`config.mk`:
```
export PLATFORM = sky130hd
export DESIGN_NAME = wdtc_core
export DESIGN_NICKNAME = d
export VERILOG_FILES = /design/src/wdtc_pkg.sv /design/src/wdtc_core.sv /design/src/wdtc_sync.sv
export SDC_FILE = /design/constraint.sdc
export NUM_CORES = 1
export LEC_CHECK = 0
export BUFFER_PORTS_ARGS = -buffer_cell sky130_fd_sc_hd__buf_2
export CAP_MARGIN = 30
export CORE_MARGIN = 2
export CORE_UTILIZATION = 40
export DETAILED_ROUTE_END_ITERATION = 8
export GPL_TIMING_DRIVEN = 0
export SLEW_MARGIN = 15
export SYNTH_ARGS = -nofsm -noshare
export SYNTH_HDL_FRONTEND = slang
export SYNTH_SLANG_ARGS = --single-unit
```
`constraint.sdc`:
```
create_clock -name pclk -period 2.9 [get_ports pclk]
set_clock_uncertainty 0.1 [all_clocks]
set_input_delay 0.29 -clock pclk [delete_from_list [all_inputs] [get_ports pclk]]
set_output_delay 0.29 -clock pclk [all_outputs]
set_load 0.005 [all_outputs]
```
`src/wdtc_pkg.sv`:
```
// Package of constants and types for the watchdog timer core
package wdtc_pkg;

    // ************************************************************
    // Register map
    // ************************************************************
    localparam int          APB_AW        = 12;
    localparam logic [11:0] CTRL_OFFSET   = 12'h000;
    localparam logic [11:0] UNLOCK_OFFSET = 12'h100;
    localparam logic [31:0] CTRL_RESET    = 32'h0000_0700;

    // ************************************************************
    // Field positions of watchdog_control
    // ************************************************************
    localparam int DBG_BIT = 31;
    localparam int SEL_HI  = 10;
    localparam int SEL_LO  = 8;
    localparam int EN_BIT  = 7;
    localparam int IE_BIT  = 6;
    localparam int WKF_BIT = 5;
    localparam int WKE_BIT = 4;
    localparam int IF_BIT  = 3;
    localparam int RF_BIT  = 2;
    localparam int RE_BIT  = 1;
    localparam int CLR_BIT = 0;

    // ************************************************************
    // Timing in watchdog clocks
    // ************************************************************
    localparam int CNT_W      = 18;
    localparam int DELAY_CLKS = 1024;
    localparam int DELAY_W    = 10;
    localparam int RESET_CLKS = 63;
    localparam int RESET_W    = 6;
    localparam int SEL_BASE   = 4;
    localparam int SEL_STEP   = 2;

    // ************************************************************
    // Unlock key bytes
    // ************************************************************
    localparam logic [7:0] KEY_FIRST  = 8'h59;
    localparam logic [7:0] KEY_SECOND = 8'h16;
    localparam logic [7:0] KEY_THIRD  = 8'h88;

    typedef struct packed {
        logic       debug_hold_disable;
        logic [2:0] interval_select;
        logic       wd_enable;
        logic       timeout_irq_enable;
        logic       wake_flag;
        logic       wake_enable;
        logic       timeout_irq_flag;
        logic       wd_reset_flag;
        logic       wd_reset_enable;
        logic       counter_clear;
    } wdtc_ctrl_type;

    typedef struct packed {
        logic              psel;
        logic              penable;
        logic              pwrite;
        logic [APB_AW-1:0] paddr;
        logic [31:0]       pwdata;
    } wdtc_apb_req_type;

    typedef enum logic [2:0] {
        ST_RUN   = 3'b001,
        ST_GRACE = 3'b010,
        ST_RESET = 3'b100
    } wdtc_state_type;

    typedef enum logic [2:0] {
        KEY_WAIT1 = 3'b001,
        KEY_WAIT2 = 3'b010,
        KEY_WAIT3 = 3'b100
    } wdtc_key_type;

endpackage

```
`src/wdtc_core.sv`:
```
// Watchdog timer core with APB control and write-protect unlock
//
// Contract
// 18-bit up-counter on watchdog clock
// Interval select codes pick 2^4..2^18 clocks
// 1024-clock window after time-out allows clearing
// Chip reset lasts 63 watchdog clocks
// Enable zero stops and zeroes counter
// Time-out sets flag; write one clears
// Watchdog reset sets reset flag, write-one clears
// Reset-enable zero: no reset, flag untouched
// Reset function only while reset-enable set
// Writing one to counter-clear zeroes counter
// Counter-clear bit self-clears after counter reset
// Time-out wake-up sets wake flag
// Wake-enable gates power-down wake-up
// Wake-up only from low-power RC clock
// Debug acknowledge holds counter unless disabled
// Control writes ignored unless unlocked by keys
// Uncleared counter after window: flag and reset
// Reset flag survives watchdog chip reset
// Interrupt request equals flag AND enable
//
// The APB register port is this design's own decision.
`timescale 1ns/100ps
module wdtc_core
#(
    parameter int SYNC_W = 2
)
(
    input  wire logic                       pclk,
    input  wire logic                       presetn,
    input  wire wdtc_pkg::wdtc_apb_req_type apb_req,
    output logic                            pready,
    output logic [31:0]                     prdata,
    output logic                            pslverr,
    input  wire logic                       watchdog_clock,
    input  wire logic                       debug_ack,
    input  wire logic                       low_power_rc_clock,
    input  wire logic                       power_down,
    output logic                            timeout_irq,
    output logic                            wake_request,
    output logic                            chip_reset_out
);
    import wdtc_pkg::*;

    // ************************************************************
    // Elaboration checks
    // ************************************************************
    generate
        if (SYNC_W != 2)
        begin : g_bad
            $error("wdtc_core: SYNC_W must be 2");
        end
        if (SEL_BASE + SEL_STEP * 7 != CNT_W)
        begin : g_bad_span
            $error("wdtc_core: longest interval must fill the counter");
        end
        if ((1 << DELAY_W) != DELAY_CLKS)
        begin : g_bad_delay
            $error("wdtc_core: grace counter width must match the window");
        end
        if (RESET_CLKS >= (1 << RESET_W))
        begin : g_bad_reset
            $error("wdtc_core: reset counter too narrow");
        end
    endgenerate

    wdtc_ctrl_type        ctrl;
    wdtc_state_type       state;
    wdtc_key_type         key_step;
    logic                 unlocked;
    logic [CNT_W-1:0]     count;
    logic [DELAY_W-1:0]   grace_count;
    logic [RESET_W-1:0]   reset_count;
    logic [SYNC_W-1:0]    pins_sync;
    logic                 wclk_prev;
    logic                 tick;
    logic                 tick_run;
    logic                 timeout_hit;
    logic                 grace_done;
    logic                 fire_reset;
    logic                 reset_done;
    logic                 wake_hit;
    logic                 apb_setup;
    logic                 apb_fire;
    logic                 ctrl_write;
    logic                 unlock_write;
    logic                 clear_request;
    logic                 irq_clear;
    logic                 wake_clear;
    logic                 rflag_clear;
    logic [CNT_W-1:0]     limit;
    logic [31:0]          ctrl_word;

    // ************************************************************
    // Pin synchronisation and watchdog clock edge
    // ************************************************************
    wdtc_sync #(
        .WIDTH    (SYNC_W)
    ) u_sync (
        .pclk     (pclk),
        .presetn  (presetn),
        .async_in ({debug_ack, watchdog_clock}),
        .sync_out (pins_sync)
    );

    always_ff @(posedge pclk or negedge presetn)
    begin
        if (!presetn)
            wclk_prev <= 1'b0;
        else
            wclk_prev <= pins_sync[0];
    end

    // Each rising edge of the watchdog clock is one count step
    // Limitation: watchdog clock must stay well below a quarter of pclk
    assign tick     = pins_sync[0] & ~wclk_prev;
    assign tick_run = tick & ctrl.wd_enable
                      & ~(pins_sync[1] & ~ctrl.debug_hold_disable);

    // ************************************************************
    // Interval decode
    // ************************************************************
    function automatic logic [CNT_W-1:0] interval_limit(input logic [2:0] sel);
        logic [CNT_W:0] span;
        span = (CNT_W+1)'(1) << (SEL_BASE + SEL_STEP * int'(sel));
        return CNT_W'(span - (CNT_W+1)'(1));
    endfunction

    assign limit       = interval_limit(ctrl.interval_select);
    assign timeout_hit = tick_run & (count == limit);
    assign grace_done  = tick_run & (state == ST_GRACE)
                         & (grace_count == DELAY_W'(DELAY_CLKS - 1));
    // A clear landing in the last tick of the window still saves the chip
    assign fire_reset  = grace_done & ctrl.wd_reset_enable
                         & ~ctrl.counter_clear;
    assign reset_done  = tick & (state == ST_RESET)
                         & (reset_count == RESET_W'(RESET_CLKS - 1));
    assign wake_hit    = timeout_hit & power_down & ctrl.wake_enable
                         & low_power_rc_clock;

    // ************************************************************
    // APB decode
    // ************************************************************
    assign apb_setup    = apb_req.psel & ~apb_req.penable;
    assign apb_fire     = apb_req.psel & apb_req.penable & pready & apb_req.pwrite;
    assign ctrl_write   = apb_fire & (apb_req.paddr == CTRL_OFFSET) & unlocked;
    assign unlock_write = apb_fire & (apb_req.paddr == UNLOCK_OFFSET);

    // ************************************************************
    // Write-one requests, honoured only while unlocked
    // ************************************************************
    assign clear_request = ctrl_write & apb_req.pwdata[CLR_BIT];
    assign irq_clear     = ctrl_write & apb_req.pwdata[IF_BIT];
    assign wake_clear    = ctrl_write & apb_req.pwdata[WKF_BIT];
    assign rflag_clear   = ctrl_write & apb_req.pwdata[RF_BIT];

    assign ctrl_word = {ctrl.debug_hold_disable, 20'h00000, ctrl.interval_select,
                        ctrl.wd_enable, ctrl.timeout_irq_enable, ctrl.wake_flag,
                        ctrl.wake_enable, ctrl.timeout_irq_flag, ctrl.wd_reset_flag,
                        ctrl.wd_reset_enable, ctrl.counter_clear};

    // Zero wait states: answer is ready in the first access cycle
    always_ff @(posedge pclk or negedge presetn)
    begin
        if (!presetn)
        begin
            pready  <= 1'b0;
            prdata  <= 32'h0000_0000;
            pslverr <= 1'b0;
        end
        else
        begin
            pready  <= apb_setup;
            prdata  <= 32'h0000_0000;
            pslverr <= 1'b0;
            if (apb_setup)
            begin
                if (apb_req.paddr == CTRL_OFFSET)
                    prdata <= apb_req.pwrite ? 32'h0000_0000 : ctrl_word;
                else if (apb_req.paddr == UNLOCK_OFFSET)
                    prdata <= apb_req.pwrite ? 32'h0000_0000 : {31'h0, unlocked};
                else
                    pslverr <= 1'b1;
            end
        end
    end

    // ************************************************************
    // Write-protect unlock sequence
    // ************************************************************
    always_ff @(posedge pclk or negedge presetn)
    begin
        if (!presetn)
        begin
            key_step <= KEY_WAIT1;
            unlocked <= 1'b0;
        end
        else if (unlock_write)
        begin
            key_step <= KEY_WAIT1;
            unlocked <= 1'b0;
            unique case (key_step)
                KEY_WAIT1:
                begin
                    if (apb_req.pwdata[7:0] == KEY_FIRST)
                        key_step <= KEY_WAIT2;
                end
                KEY_WAIT2:
                begin
                    if (apb_req.pwdata[7:0] == KEY_SECOND)
                        key_step <= KEY_WAIT3;
                end
                KEY_WAIT3:
                begin
                    if (apb_req.pwdata[7:0] == KEY_THIRD)
                        unlocked <= 1'b1;
                end
            endcase
        end
    end

    // ************************************************************
    // Control register
    // ************************************************************
    always_ff @(posedge pclk or negedge presetn)
    begin
        if (!presetn)
            ctrl <= wdtc_ctrl_type'(CTRL_RESET[11:0] | 12'h000);
        else if (state == ST_RESET)
        begin
            // Chip reset restores control, reset flag survives
            if (reset_done)
            begin
                ctrl               <= wdtc_ctrl_type'(CTRL_RESET[11:0]);
                ctrl.wd_reset_flag <= 1'b1;
            end
        end
        else
        begin
            if (ctrl_write)
            begin
                ctrl.debug_hold_disable <= apb_req.pwdata[DBG_BIT];
                ctrl.interval_select    <= apb_req.pwdata[SEL_HI:SEL_LO];
                ctrl.wd_enable          <= apb_req.pwdata[EN_BIT];
                ctrl.timeout_irq_enable <= apb_req.pwdata[IE_BIT];
                ctrl.wake_enable        <= apb_req.pwdata[WKE_BIT];
                ctrl.wd_reset_enable    <= apb_req.pwdata[RE_BIT];
            end
            // Counter-clear lives one cycle: set by write, dropped after zeroing
            ctrl.counter_clear <= clear_request;
            // Hardware set wins over a same-cycle write-one clear
            ctrl.timeout_irq_flag <= timeout_hit
                | (ctrl.timeout_irq_flag & ~irq_clear);
            ctrl.wake_flag <= wake_hit
                | (ctrl.wake_flag & ~wake_clear);
            ctrl.wd_reset_flag <= fire_reset
                | (ctrl.wd_reset_flag & ~rflag_clear);
        end
    end

    // ************************************************************
    // Free-running counter
    // ************************************************************
    always_ff @(posedge pclk or negedge presetn)
    begin
        if (!presetn)
            count <= '0;
        // Clear wins over a tick falling in the same cycle
        else if (!ctrl.wd_enable || ctrl.counter_clear || state == ST_RESET)
            count <= '0;
        else if (tick_run)
            count <= count + CNT_W'(1);
    end

    // ************************************************************
    // Time-out, grace window and chip reset sequencing
    // ************************************************************
    always_ff @(posedge pclk or negedge presetn)
    begin
        if (!presetn)
        begin
            state       <= ST_RUN;
            grace_count <= '0;
            reset_count <= '0;
        end
        else
        begin
            unique case (state)
                ST_RUN:
                begin
                    grace_count <= '0;
                    reset_count <= '0;
                    if (timeout_hit && !ctrl.counter_clear)
                        state <= ST_GRACE;
                end
                ST_GRACE:
                begin
                    // A repeat time-out here sets the flags again but leaves the state unchanged
                    if (!ctrl.wd_enable || ctrl.counter_clear)
                        state <= ST_RUN;
                    else if (fire_reset)
                        state <= ST_RESET;
                    else if (grace_done)
                        state <= ST_RUN;
                    else if (tick_run)
                        grace_count <= grace_count + DELAY_W'(1);
                end
                ST_RESET:
                begin
                    if (reset_done)
                        state <= ST_RUN;
                    else if (tick)
                        reset_count <= reset_count + RESET_W'(1);
                end
            endcase
        end
    end

    // ************************************************************
    // Outputs
    // ************************************************************
    always_ff @(posedge pclk or negedge presetn)
    begin
        if (!presetn)
        begin
            timeout_irq    <= 1'b0;
            wake_request   <= 1'b0;
            chip_reset_out <= 1'b0;
        end
        else
        begin
            timeout_irq    <= ctrl.timeout_irq_flag & ctrl.timeout_irq_enable;
            wake_request   <= wake_hit;
            chip_reset_out <= fire_reset | ((state == ST_RESET) & ~reset_done);
        end
    end
endmodule

```
`src/wdtc_sync.sv`:
```
// Two-stage synchroniser for pins entering the pclk domain
`timescale 1ns/100ps
module wdtc_sync
#(
    parameter int WIDTH = 2
)
(
    input  wire logic             pclk,
    input  wire logic             presetn,
    input  wire logic [WIDTH-1:0] async_in,
    output logic      [WIDTH-1:0] sync_out
);
    logic [WIDTH-1:0] stage1;

    generate
        if (WIDTH < 1)
        begin : g_bad
            $error("wdtc_sync: WIDTH must be at least 1");
        end
        for (genvar i = 0; i < WIDTH; i++)
        begin : g_bit
            always_ff @(posedge pclk or negedge presetn)
            begin
                if (!presetn)
                begin
                    stage1[i]   <= 1'b0;
                    sync_out[i] <= 1'b0;
                end
                else
                begin
                    stage1[i]   <= async_in[i];
                    sync_out[i] <= stage1[i];
                end
            end
        end
    endgenerate
endmodule

```
# [Word level (Yosys, flattened, before mapping)]
# Index checks and enable logic that the tools add are counted.
# W data, S select, Z words.
[op_classes] n_addsub=5 n_eq_ne=22 shift=1 muxes=34 n_bitwise=43 n_reduce_logical=14
[op_table] cell="$mux W32" n=3
[op_table] cell="$mux W10" n=4
[op_table] cell="$mux W18" n=2
[op_table] cell="$and A1 B1 Y1" n=30
[op_table] cell="$mux W12" n=2
[op_table] cell="$pmux W10 S2" n=1
[op_table] cell="$add A18 B1 Y18 const B" n=1
[op_table] cell="$eq A18 B18 Y1" n=1
[op_table] cell="$mux W3" n=6
[op_table] cell="$mux W6" n=3
[op_table] cell="$shl A1 B5 Y18 const A" n=1
[op_table] cell="$sub A18 B1 Y18 const B" n=1
[op_table] cell="$ne A2 B2 Y1 const B" n=8
[op_table] cell="$eq A12 B9 Y1 const B" n=1
[op_table] cell="$logic_not A12 Y1" n=1
[op_table] cell="$pmux W6 S2" n=1
[op_table] cell="$add A10 B1 Y10 const B" n=1
[op_table] cell="$eq A10 B10 Y1 const B" n=1
[op_table] cell="$mux W1" n=9
[op_table] cell="$not A1 Y1" n=9
[op_table] cell="$pmux W3 S3" n=1
[op_table] cell="$eq A8 B5 Y1 const B" n=1
[op_table] cell="$eq A8 B7 Y1 const B" n=1
[op_table] cell="$eq A8 B8 Y1 const B" n=1
[op_table] cell="other kinds (17)" n=29
[word_totals] regBits=95 in_bits=53 output_inout_bits=37 wordCells=146

# [Longest topological paths before layout]
# Gate-level depths: netlist of run 1.
[logic_depth] word_depth=11 mapped_depth=10 ltp_nobuf=8

# [By module]
# A second synthesis of run 1 with hierarchy kept.
[unflattened] cells_unflattened=409 hier_area_um2=4031.4
[modules_own_cells] module="wdtc_core" n_inst=1 cells_each=405 area_per_inst_um2=3931.3 seq_area_each_um2=1783.0
[modules_own_cells] module="wdtc_sync" n_inst=1 cells_each=4 area_per_inst_um2=100.1 seq_area_each_um2=100.1

# [Worst setup path before layout of run 1]
# No wires, ideal clock.
[synth_path] path_kind="register -> register" from="register ctrl[9] (netlist bit)" to="register state[0]" setup_ns=0.077 t_arrival_ns=2.833 required_ns=2.723 path_slack_ns=-0.109 path_stages_with_launch=11 path_buffers=2 period_less_slack_ns=3.009 path_cell_list="dfstp_2 -> buf_4 -> inv_1 -> ha_1 -> buf_4 -> nor4b_1 -> mux2_4 -> nor4_1 -> nand4_1 -> or4_1 -> a21o_1"
[synth_via] elab_chain_cells=8
[synth_rtl] element="start: declaration" line_no="wdtc_core.sv:69" source="wdtc_ctrl_type ctrl;"
[synth_rtl] element="start signal: assignment" line_no="wdtc_core.sv:230" source="ctrl <= wdtc_ctrl_type'(CTRL_RESET[11:0] | 12'h000);"
[synth_rtl] element="start signal: assignment" line_no="wdtc_core.sv:236" source="ctrl <= wdtc_ctrl_type'(CTRL_RESET[11:0]);"
[synth_rtl] element="$add A3 B4 Y5" line_no="wdtc_core.sv:127" source="span = (CNT_W+1)'(1) << (SEL_BASE + SEL_STEP * int'(sel));"
[synth_rtl] element="$shl A1 B5 Y18" line_no="wdtc_core.sv:127"
[synth_rtl] element="$sub A18 B1 Y18" line_no="wdtc_core.sv:128" source="return CNT_W'(span - (CNT_W+1)'(1));"
[synth_rtl] element="$eq A18 B18 Y1" line_no="wdtc_core.sv:132" source="assign timeout_hit = tick_run & (count == limit);"
[synth_rtl] element="$and A1 B1 Y1" line_no="wdtc_core.sv:132"
[synth_rtl] element="$logic_and A1 B1 Y1" line_no="wdtc_core.sv:295" source="if (timeout_hit && !ctrl.counter_clear)"
[synth_rtl] element="$ne A2 B2 Y1 (no source line)"
[synth_rtl] element="$reduce_and A3 Y1 (no source line)"
[synth_rtl] element="end signal: assignment" line_no="wdtc_core.sv:296" source="state <= ST_GRACE;"
[synth_rtl] element="end signal: assignment" line_no="wdtc_core.sv:302" source="state <= ST_RUN;"
[synth_rtl] element="end signal: assignment" line_no="wdtc_core.sv:304" source="state <= ST_RESET;"
[synth_rtl] element="end: declaration" line_no="wdtc_core.sv:70" source="wdtc_state_type state;"
# No other way between the ends.
# A chain may end at the register's enable or synchronous reset.

# [Worst setup path in the final report of run 1]
# Same ends and word-level chain as after synthesis.

==> results of run 1 <==
-- per-stage QoR --
stage | cells | util (%) | setup TNS [ns] | setup slack (ns)
CTS | 631 | 50.2 | 0 | 0.0205
floorplan | 428 | - | 0 | 0.0897
finish | 632 | 50.5 | 0 | 0.0449
global route | 632 | 50.5 | -0.0493 | -0.0317
global placement | 609 | 46.3 | -0.422 | -0.221
detailed placement | 610 | 46.6 | -0.532 | -0.248
-- synthesized netlist by cell type (all sizes together), types with 2 or more instances --
cell type	n	area, sq um
and2	9	56.3
nor3b	3	33.8
or4	2	15.0
dfstp	5	131
mux2i	2	20.0
buf	25	188
a21oi	9	45.0
a31oi	2	12.5
and4	2	17.5
mux2	7	82.6
ha	9	113
nor4	7	73.8
and3	7	43.8
nor2	50	188
nor4bb	2	20.0
nand4	15	93.8
nor4b	2	17.5
a21o	3	22.5
a211oi	2	15.0
clkbuf	11	42.5
nand3	17	85.1
a22oi	2	20.0
xor2	26	228
nor2b	2	12.5
nand2b	9	56.3
xnor2	13	114
inv	9	33.8
or3	2	12.5
nand2	31	116
o21ai	15	75.1
or3b	4	37.5
dfrtp	70	1750
a2111oi	3	38.8
nor3	17	85.1
-- power groups by stage --
stage	registers (W)	clock network, W	logic [W]
floorplan	0.00107	0	0.0000360
global placement	0.00107	0	0.0000854
detailed placement	0.00107	0	0.0000918
CTS	0.00105	0.00111	0.0000951
global route	0.00105	0.00115	0.000107
finish	0.00105	0.00108	0.0000942
-- flip-flops by register name, indices dropped and copies added (netlist names), 2 cells and up --
signal	count
reset_count	6
u_sync.sync_out	2
key_step	3
ctrl	12
count	18
u_sync.stage1	2
prdata	12
state	3
grace_count	10
-- final cells by class --
cell class / count / share of cell area (%)
Multi-Input combinational cell: 308 / 40.9
Sequential cell: 75 / 38.1
Timing Repair Buffer: 55 / 6.54
Buffer: 36 / 4.81
Tap cell: 133 / 3.37
Clock buffer: 12 / 3.14
Clock inverter: 4 / 2.43
Inverter: 9 / 0.684
-- worst min path at each step --
stage	to	slack [ns]	from
after global routing	ctrl[2]$_DFFE_PN0P_	0.07	apb_req[2]
after CTS	ctrl[2]$_DFFE_PN0P_	0.04	apb_req[2]
after floorplan	chip_reset_out$_DFF_PN0_	-0.11	presetn
final	ctrl[2]$_DFFE_PN0P_	0.06	apb_req[2]
after global placement	u_sync.sync_out[1]$_DFF_PN0_	0.24	u_sync.stage1[1]$_DFF_PN0_
after detailed placement	wake_request$_DFF_PN0_	0.15	presetn
-- cells by family (layout without fill, tap and decap cells) --
kind of cell | count (synthesis) | count (layout) | synth area share, %
and+or+nand+nor | 185 | 185 | 24.8
DFF | 75 | 75 | 46.7
AOI/OAI and AO/OA | 46 | 46 | 8.01
buffers and inverters | 45 | 116 | 6.55
xor gates and xnor gates | 39 | 39 | 8.47
adders and majority gates | 9 | 9 | 2.79
muxes | 9 | 9 | 2.54
other | 1 | 20 | 0.0930
-- per-layer routing --
layer	global-route usage, %	part of all wire [%]
met5	0	0
met4	4.34	1.2
met3	3.38	2.8
met2	28.3	49
met1	22.6	47
-- what timing repair did --
item	4_1_cts	5_1_grt
pin swaps	1	1
endpoints found under the hold margin	29	0
endpoints found under the setup margin	4	4
hold buffers	3	0
setup buffers	2	1
gates resized for setup	7	3
==> impl_metrics.py, run 1 <==
metrics = {
    "worst_setup_path": {
        "cpPeakStageDelay_ns": 0.54,
        "crit_slowest_cell": "dfstp_2",
        "crit_chain": "buf_6 -> inv_2 -> ha_4 -> buf_6 -> nor4b_4 -> mux2_4 -> nor4_4 -> nand4_1 -> or4_4 -> a21o_1",
        "path_common_cell": "buf_6",
        "r2r_end": "state[0]$_DFFE_PN1P_",
        "endpoint": "state[0]$_DFFE_PN1P_",
        "critPathMaxFanout": 10,
        "critPathBufInv": 3,
        "cp-start-kind": "flop",
        "criticalPathCategory": "reg2reg",
        "critPathCaptureType": "flop",
        "worst_r2r_path_depth": 10,
        "cp_top_family": "simple AND/OR/NAND/NOR gates",
        "rrSetupSlack_ns": 0.04,
        "required_ns": 3.08,
        "cp.depth": 10,
        "crit_start": "ctrl[9]$_DFFE_PN1P_",
        "reg2reg_from": "ctrl[9]$_DFFE_PN1P_",
        "arrival_ns": 3.03,
    },
    "detailed_routing": {
        "wirelength_microns": 8860,
        "drtPass1Iterations": 4,
        "routedWlPerCell_microns": 14.0,
        "ant_nets": 0,
        "vias": 3071,
        "drc": 0,
        "drt_first_iter_violations": 93,
        "vias_per_cell": 4.86,
    },
    "sta": {
        "slew_violations": 0,
        "rsz0062_at_grt": "true",
        "relSlewSlack_pct": 35.4,
        "post-route-min-period_ns": 2.86,
        "timing.hold.ws_ns": 0.0618,
        "worst_slew_pin_slew_ns": 0.967,
        "hold_viol_final": 0,
        "setup_violations": 0,
        "fmax_mhz": 350,
        "fin_crit_sh_pct": 98.5,
    },
    "pwr": {
        "leakage_nw": 2.23,
        "p_int_w": 0.00180,
        "fin_total_pwr_w": 0.00222,
        "switching_power_w": 0.000423,
        "sw_frac_of_total_pct": 19.0,
        "irDropWorstVdd_v": 0.000310,
        "p_clk_share_pct": 48.5,
        "power.density_mw_per_mm2": 451,
        "p_comb_share_pct": 4.2,
        "seq_power_share_pct": 47.3,
    },
    "logic_synthesis": {
        "avgSynthCellArea_sq_um": 9.86,
        "synth_edf_count": 0,
        "ys.flop_type": "dfrtp_1",
        "synth.distinct_cells": 60,
        "syn-cell-area_sq_mm": 0.00403,
        "async_reset_ff_share_pct": 100,
        "ys_seq_elements": 75,
        "synth_warnings": 0,
        "synth_seq_area_share_pct": 46.7,
        "synthCells": 409,
    },
    "die": {
        "start_util_pct": 41.2,
        "rows": 36,
        "design.core.area_sq_mm": 0.00977,
        "die_height_microns": 104,
        "die_x_microns": 104,
        "num_io_pins": 90,
        "die_area_sq_mm": 0.0109,
    },
    "layout": {
        "design_area_sq_mm": 0.00494,
        "regArea_sq_mm": 0.00188,
        "fillers": 954,
        "fin_nets": 556,
        "drive_gt1_share_pct": 24.6,
        "syn_to_final_growth_pct": 22.5,
        "final_cell_mix": "70 x dfrtp_1, 50 x nor2_1, 47 x buf_2, 31 x nand2_1, 26 x xor2_1",
        "multi_input_area_sq_mm": 0.00202,
        "num_antenna_cells": 0,
        "final_common_cell": "dfrtp_1",
    },
    "placed_design": {
        "globalplace.congestion": 0.837,
        "postPlaceCellArea_sq_mm": 0.00455,
        "hpwl_microns": 6520,
        "portBuffers": 48,
    },
    "cts": {
        "cts.sinks": 75,
        "cts_inserted_buffers": 9,
        "cts_tree": "done",
        "clock_latency_ns": 0.34,
        "clkTransAtPathRegs_ns": 0.07,
        "cts_buffer_depth": 2,
        "ctsHtreeMaxLevel": 3,
        "clockRootBuffer": "clkbuf_8",
    },
    "grt": {
        "grt_max_degree": 48,
        "grt_overflow": 0,
        "grt_usage_pct": 17.0,
        "grt_pass1_wl_microns": 14900,
        "antenna_found_initial": 0,
        "grt_pass1_vias": 3050,
    },
    "hold_path": {
        "worstHoldPathCells": 2,
        "hp-class": "in2reg",
    },
    "job": {
        "cap_viol_max_count": 0,
    },
    "outcome": {
        "status": "finished, final reports clean",
    },
}
Power figures use the tool's default switching activity.
==> run 2: changes to the inputs <==
--- a/config.mk
+++ b/config.mk
@@ -11,7 +11,6 @@
 export CORE_UTILIZATION = 40
 export DETAILED_ROUTE_END_ITERATION = 8
 export GPL_TIMING_DRIVEN = 0
-export SLEW_MARGIN = 15
 export SYNTH_ARGS = -nofsm -noshare
 export SYNTH_HDL_FRONTEND = slang
 export SYNTH_SLANG_ARGS = --single-unit
==> constraint.sdc (replaced) <==
create_clock -name pclk -period 2.7 [get_ports pclk]
set_clock_uncertainty 0.1 [all_clocks]
set_input_delay 0.27 -clock pclk [delete_from_list [all_inputs] [get_ports pclk]]
set_output_delay 0.27 -clock pclk [all_outputs]
set_load 0.05 [all_outputs]
==> run 2 against run 1 <==
Compared with the run above:
- the flow now finishes with violations (setup timing)
- cell count is 0.32% higher
- non-clock buffer count is 2 higher
- setup slack worse by 0.079 ns
- sequential share of layout area hardly changed
- critical path type unchanged
==> impl_metrics.py, run 2 (same netlist as run 1, synthesis figures left out) <==
metrics = {
    "sta": {
        "hold_viol_final": 0,
        "fmax_mhz": 366,
        "fin_crit_sh_pct": 101,
        "relSlewSlack_pct": 45.0,
        "setup_tns_ns": -0.0338,
        "slew_violations": 0,
        "worst_slew_pin_slew_ns": 0.823,
        "post-route-min-period_ns": 2.73,
        "finalWorstSetupSlack_ns": -0.0338,
        "setup_violations": 1,
        "rsz0062_at_grt": "true",
    },
    "worst_setup_path": {
        "r2r_end": "state[0]$_DFFE_PN1P_",
        "cp-start-kind": "flop",
        "critPathMaxFanout": 2,
        "required_ns": 2.89,
        "crit_start": "ctrl[9]$_DFFE_PN1P_",
        "reg2reg_from": "ctrl[9]$_DFFE_PN1P_",
        "worst_r2r_path_depth": 9,
        "rrSetupSlack_ns": -0.03,
        "critPathCaptureType": "flop",
        "arrival_ns": 2.93,
        "endpoint": "state[0]$_DFFE_PN1P_",
        "criticalPathCategory": "reg2reg",
    },
    "placed_design": {
        "globalplace.congestion": 0.822,
        "hpwl_microns": 6550,
        "portBuffers": 48,
        "dp.cells": 610,
        "postPlaceCellArea_sq_mm": 0.00456,
    },
    "layout": {
        "final_cell_mix": "70 x dfrtp_1, 48 x nor2_1, 47 x buf_2, 31 x nand2_1, 27 x buf_4",
        "multi_input_area_sq_mm": 0.00205,
        "final_cells": 634,
        "top_regs": "count (18), ctrl (12), prdata (12)",
        "final_common_cell": "dfrtp_1",
        "fillers": 936,
        "post-route-util_pct": 50.5,
        "num_antenna_cells": 0,
        "regArea_sq_mm": 0.00188,
        "largest_reg_flops": 18,
        "design_area_sq_mm": 0.00494,
        "largest_register": "count",
        "fin_nets": 558,
        "drive_gt1_share_pct": 26.1,
        "syn_to_final_growth_pct": 22.4,
    },
    "grt": {
        "grt_max_degree": 49,
        "grt_overflow": 0,
        "grt_pass1_vias": 3102,
        "antenna_found_initial": 0,
        "grt_pass1_wl_microns": 14800,
        "grt_usage_pct": 16.8,
    },
    "cts": {
        "cts_inserted_buffers": 9,
        "clkTransAtPathRegs_ns": 0.08,
        "clockRootBuffer": "clkbuf_8",
        "ctsHtreeMaxLevel": 3,
        "cts_tree": "done",
        "clock_latency_ns": 0.36,
        "cts_buffer_depth": 2,
        "cts.sinks": 75,
    },
    "die": {
        "die_area_sq_mm": 0.0109,
        "start_util_pct": 41.2,
        "die_x_microns": 104,
        "design.core.area_sq_mm": 0.00977,
        "die_height_microns": 104,
        "rows": 36,
        "num_io_pins": 90,
    },
    "detailed_routing": {
        "drtPass1Iterations": 4,
        "vias": 3116,
        "vias_per_cell": 4.91,
        "drc": 0,
        "ant_nets": 0,
        "wirelength_microns": 8830,
        "routedWlPerCell_microns": 13.9,
        "drt_first_iter_violations": 118,
    },
    "pwr": {
        "leakage_nw": 2.22,
        "irDropWorstVdd_v": 0.000228,
        "seq_power_share_pct": 50.5,
        "p_clk_share_pct": 42.3,
        "switching_power_w": 0.000545,
        "p_comb_share_pct": 7.3,
        "p_int_w": 0.00170,
        "power.density_mw_per_mm2": 454,
        "sw_frac_of_total_pct": 24.3,
    },
    "outcome": {
        "status": "finished, violations left",
        "violations": "setup timing",
    },
    "hold_path": {
        "hp-class": "in2reg",
    },
    "job": {
        "cap_viol_max_count": 0,
    },
}
## run 2: cell type report
| type | count | area share [%] |
|---|---|---|
| Multi-Input combinational cell | 308 | 41.5 |
| Sequential cell | 75 | 38.1 |
| Timing Repair Buffer | 58 | 7.25 |
| Buffer | 35 | 4.59 |
| Tap cell | 133 | 3.37 |
| Clock buffer | 9 | 2.51 |
| Clock inverter | 7 | 1.85 |
| Inverter | 9 | 0.786 |
## run 2: metrics by stage
stage | hold WS [ns] | power [W] | setup WS (ns)
detailed placement | 0.130 | 0.00131 | -0.437
global placement | 0.233 | 0.00131 | -0.335
floorplan | -0.126 | 0.00125 | -0.0554
finish | 0.0114 | 0.00224 | -0.0338
CTS | 0.00155 | 0.00226 | -0.200
global route | 0.0142 | 0.00233 | -0.153
## run 2: per-layer routing
layer	part of all wire, %	vias up	GRT usage (%)
li1	-	1551	-
met1	47	1508	22.2
met2	48	46	27.5
met3	3.0	11	2.69
met4	1.9	0	6.76
met5	0	-	0
## run 2: power by group through the flow
stage	Combinational (W)	Clock (W)	Sequential, W
finish	0.000162	0.000948	0.00113
CTS	0.000163	0.000970	0.00113
floorplan	0.0000945	0	0.00116
detailed placement	0.000159	0	0.00115
global route	0.000175	0.00102	0.00113
global placement	0.000153	0	0.00115
## run 2: how the worst min path moves through the flow
stage          depth (start not counted)                      endpoint  slack (ns)                       start
2_1_floorplan                          0      chip_reset_out$_DFF_PN0_       -0.13                     presetn
5_1_grt                                2           ctrl[2]$_DFFE_PN0P_        0.01                  apb_req[2]
3_3_place_gp                           0  u_sync.sync_out[1]$_DFF_PN0_        0.23  u_sync.stage1[1]$_DFF_PN0_
6_report                               2           ctrl[2]$_DFFE_PN0P_        0.01                  apb_req[2]
4_1_cts                                2           ctrl[2]$_DFFE_PN0P_       0.002                  apb_req[2]
3_5_place_dp                           1        wake_request$_DFF_PN0_        0.13                     presetn
## run 2: worst max-delay path: stages, from the launching register on
cell     delay, ns
dfstp_2       0.55
buf_6         0.11
inv_6         0.03
ha_4          0.25
nor4b_4       0.28
mux2_4        0.36
nor4_4        0.15
nand4_1       0.19
or4_4         0.47
a21o_1        0.19
## run 2: timing repair
item | CTS | global route
hold endpoints to repair | 29 | 0
setup buffers | 6 | 0
gates resized for setup | 6 | 10
setup endpoints to repair | 5 | 5
hold buffers | 3 | 0
pin swaps | 3 | 6
==> run 3: changes to the inputs <==
--- a/config.mk
+++ b/config.mk
@@ -5,7 +5,7 @@
 export SDC_FILE = /design/constraint.sdc
 export NUM_CORES = 1
 export LEC_CHECK = 0
-export BUFFER_PORTS_ARGS = -buffer_cell sky130_fd_sc_hd__buf_2
+export BUFFER_PORTS_ARGS = -buffer_cell sky130_fd_sc_hd__buf_4
 export CAP_MARGIN = 30
 export CORE_MARGIN = 2
 export CORE_UTILIZATION = 40
==> run 3 against run 2 <==
Compared with the run above:
- the run now ends clean
- sequential share of layout area fell by 0.63 points
- via count about the same
- combinational power increased by 8%
- first-iteration DRC count fell by 5.9%
- setup slack gained 0.034 ns
- hold slack improved by 0.0070 ns
- largest power group unchanged
- die area unchanged
- sequential cell count did not move
- routed wire length rose by 2.4%
- sequential power about the same
- power fell by 2.8%
- non-clock buffer count rose by 1
==> impl_metrics.py, run 3 (same netlist as run 1, synthesis figures left out) <==
metrics = {
    "detailed_routing": {
        "vias_per_cell": 4.91,
        "wirelength_microns": 9050,
        "routedWlPerCell_microns": 14.3,
        "drt_first_iter_violations": 111,
        "drc": 0,
        "ant_nets": 0,
        "vias": 3113,
        "drtPass1Iterations": 4,
    },
    "grt": {
        "grt_max_degree": 76,
        "grt_pass1_vias": 3092,
        "grt_overflow": 0,
        "grt_pass1_wl_microns": 15000,
        "grt_usage_pct": 17.1,
        "antenna_found_initial": 0,
    },
    "die": {
        "num_io_pins": 90,
        "die_area_sq_mm": 0.0109,
        "die_x_microns": 104,
        "die_height_microns": 104,
        "rows": 36,
        "start_util_pct": 41.2,
        "design.core.area_sq_mm": 0.00977,
    },
    "worst_setup_path": {
        "crit_slowest_cell": "or4_4",
        "critPathCaptureType": "flop",
        "crit_chain": "buf_6 -> inv_6 -> ha_1 -> nor2_2 -> mux2_2 -> a22oi_2 -> xnor2_2 -> or4_4 -> a21o_1",
        "arrival_ns": 2.88,
        "required_ns": 2.88,
        "cpPeakStageDelay_ns": 0.55,
        "cp-start-kind": "flop",
        "criticalPathCategory": "reg2reg",
        "worst_r2r_path_depth": 9,
        "critPathMaxFanout": 3,
    },
    "placed_design": {
        "dp.cells": 609,
        "globalplace.congestion": 0.811,
        "portBuffers": 48,
        "hpwl_microns": 6480,
    },
    "layout": {
        "fillers": 924,
        "num_antenna_cells": 0,
        "final_cell_mix": "76 x buf_4, 70 x dfrtp_1, 49 x nor2_1, 31 x nand2_1, 26 x xor2_1",
        "largest_reg_flops": 18,
        "largest_register": "count",
        "final_common_cell": "buf_4",
        "top_regs": "count (18), ctrl (12), prdata (12)",
        "post-route-util_pct": 51.3,
        "final_cells": 634,
        "drive_gt1_share_pct": 25.1,
        "syn_to_final_growth_pct": 24.5,
        "fin_nets": 559,
    },
    "cts": {
        "clock_latency_ns": 0.35,
        "clockRootBuffer": "clkbuf_8",
        "cts_tree": "done",
        "clkTransAtPathRegs_ns": 0.08,
        "cts_buffer_depth": 2,
        "ctsHtreeMaxLevel": 3,
        "cts.sinks": 75,
        "cts_inserted_buffers": 9,
    },
    "pwr": {
        "p_comb_share_pct": 8.0,
        "leakage_nw": 2.25,
        "p_clk_share_pct": 40.0,
        "p_int_w": 0.00166,
        "switching_power_w": 0.000514,
        "sw_frac_of_total_pct": 23.6,
        "power.density_mw_per_mm2": 434,
        "irDropWorstVdd_v": 0.000296,
        "seq_power_share_pct": 51.9,
    },
    "sta": {
        "rsz0062_at_grt": "true",
        "setup_violations": 0,
        "fmax_mhz": 370,
        "post-route-min-period_ns": 2.70,
        "setup_tns_ns": 0,
        "worst_slew_pin_slew_ns": 0.874,
        "slew_violations": 0,
        "fin_crit_sh_pct": 100,
        "relSlewSlack_pct": 41.6,
        "hold_viol_final": 0,
        "timing.hold.ws_ns": 0.0184,
    },
    "outcome": {
        "status": "finished, final reports clean",
    },
    "hold_path": {
        "hp-class": "in2reg",
        "worstHoldPathCells": 2,
    },
    "job": {
        "cap_viol_max_count": 0,
    },
}
[run 3: changes by cell type in the layout (fill, tap and decap cells not counted), sizes merged]
cell and delta:
buf +1, clkinvlp -1, inv -1, clkinv -2
bufinv -1, clkbuf +4
[run 3: power by group through the flow]
stage / Clock (W) / Sequential [W] / Combinational, W
floorplan: 0 / 0.00116 / 0.0000945
global placement: 0 / 0.00115 / 0.000166
detailed placement: 0 / 0.00115 / 0.000168
CTS: 0.000901 / 0.00113 / 0.000170
global route: 0.000947 / 0.00113 / 0.000188
finish: 0.000871 / 0.00113 / 0.000175
[run 3: per-layer routing]
metal	global-route usage [%]	routed length [microns]	vias to the layer above	share of wire (%)
li1	-	-	1557	-
met1	22.5	4260	1499	47
met2	28.5	4430	46	49
met3	2.88	227	11	2.5
met4	5.69	125	0	1.4
met5	0	0	-	0
[run 3: final cells by class]
cell class / count / area [sq um] / area share [%]
multi-input combinational: 308 / 2040 / 40.6
sequential: 75 / 1880 / 37.5
timing repair buffer: 59 / 470 / 9.37
buffer: 35 / 226 / 4.51
tap: 133 / 166 / 3.32
clock buffer: 13 / 159 / 3.17
inverter: 9 / 38.8 / 0.773
clock inverter: 2 / 35.0 / 0.698
[run 3: per-stage QoR]
stage | setup WS, ns | power (W) | instance area (sq um)
after floorplan | -0.0554 | 0.00125 | 4130
after global placement | -0.338 | 0.00132 | 4650
after detailed placement | -0.342 | 0.00132 | 4650
after CTS | -0.107 | 0.00220 | 4940
after global routing | -0.125 | 0.00226 | 5020
final | 0.000312 | 0.00218 | 5020
[run 3: worst paths after layout]
| path | start | to | slack [ns] |
|---|---|---|---|
| min in group asynchronous | presetn | ctrl[8]$_DFFE_PN1P_ | 0.34 |
| max in group asynchronous | presetn | key_step[0]$_DFFE_PN1P_ | 1.75 |
| worst max-delay path | ctrl[9]$_DFFE_PN1P_ | state[0]$_DFFE_PN1P_ | 0.0003 |
| worst min-delay path | apb_req[2] | ctrl[2]$_DFFE_PN0P_ | 0.02 |
| worst max register to register | ctrl[9]$_DFFE_PN1P_ | state[0]$_DFFE_PN1P_ | 0.0003 |
| worst min register to register | u_sync.stage1[1]$_DFF_PN0_ | u_sync.sync_out[1]$_DFF_PN0_ | 0.25 |
[run 3: worst max-delay path, delay by kind of cell, from the launching register on]
family,cells,cell delay [ns]
xor+xnor,1,0.14
compound gates,2,0.38
buf+inv,2,0.15
fa+ha+maj,1,0.23
simple gates,2,0.72
flops,1,0.54
mux,1,0.36
[run 3: what timing repair did]
action,4_1_cts,5_1_grt
endpoints found under the hold margin,2,71
hold buffers,2,1
setup buffers,6,1
gates resized for setup,6,6
setup endpoints to repair,5,5
gates cloned,0,0
pin swaps,2,5
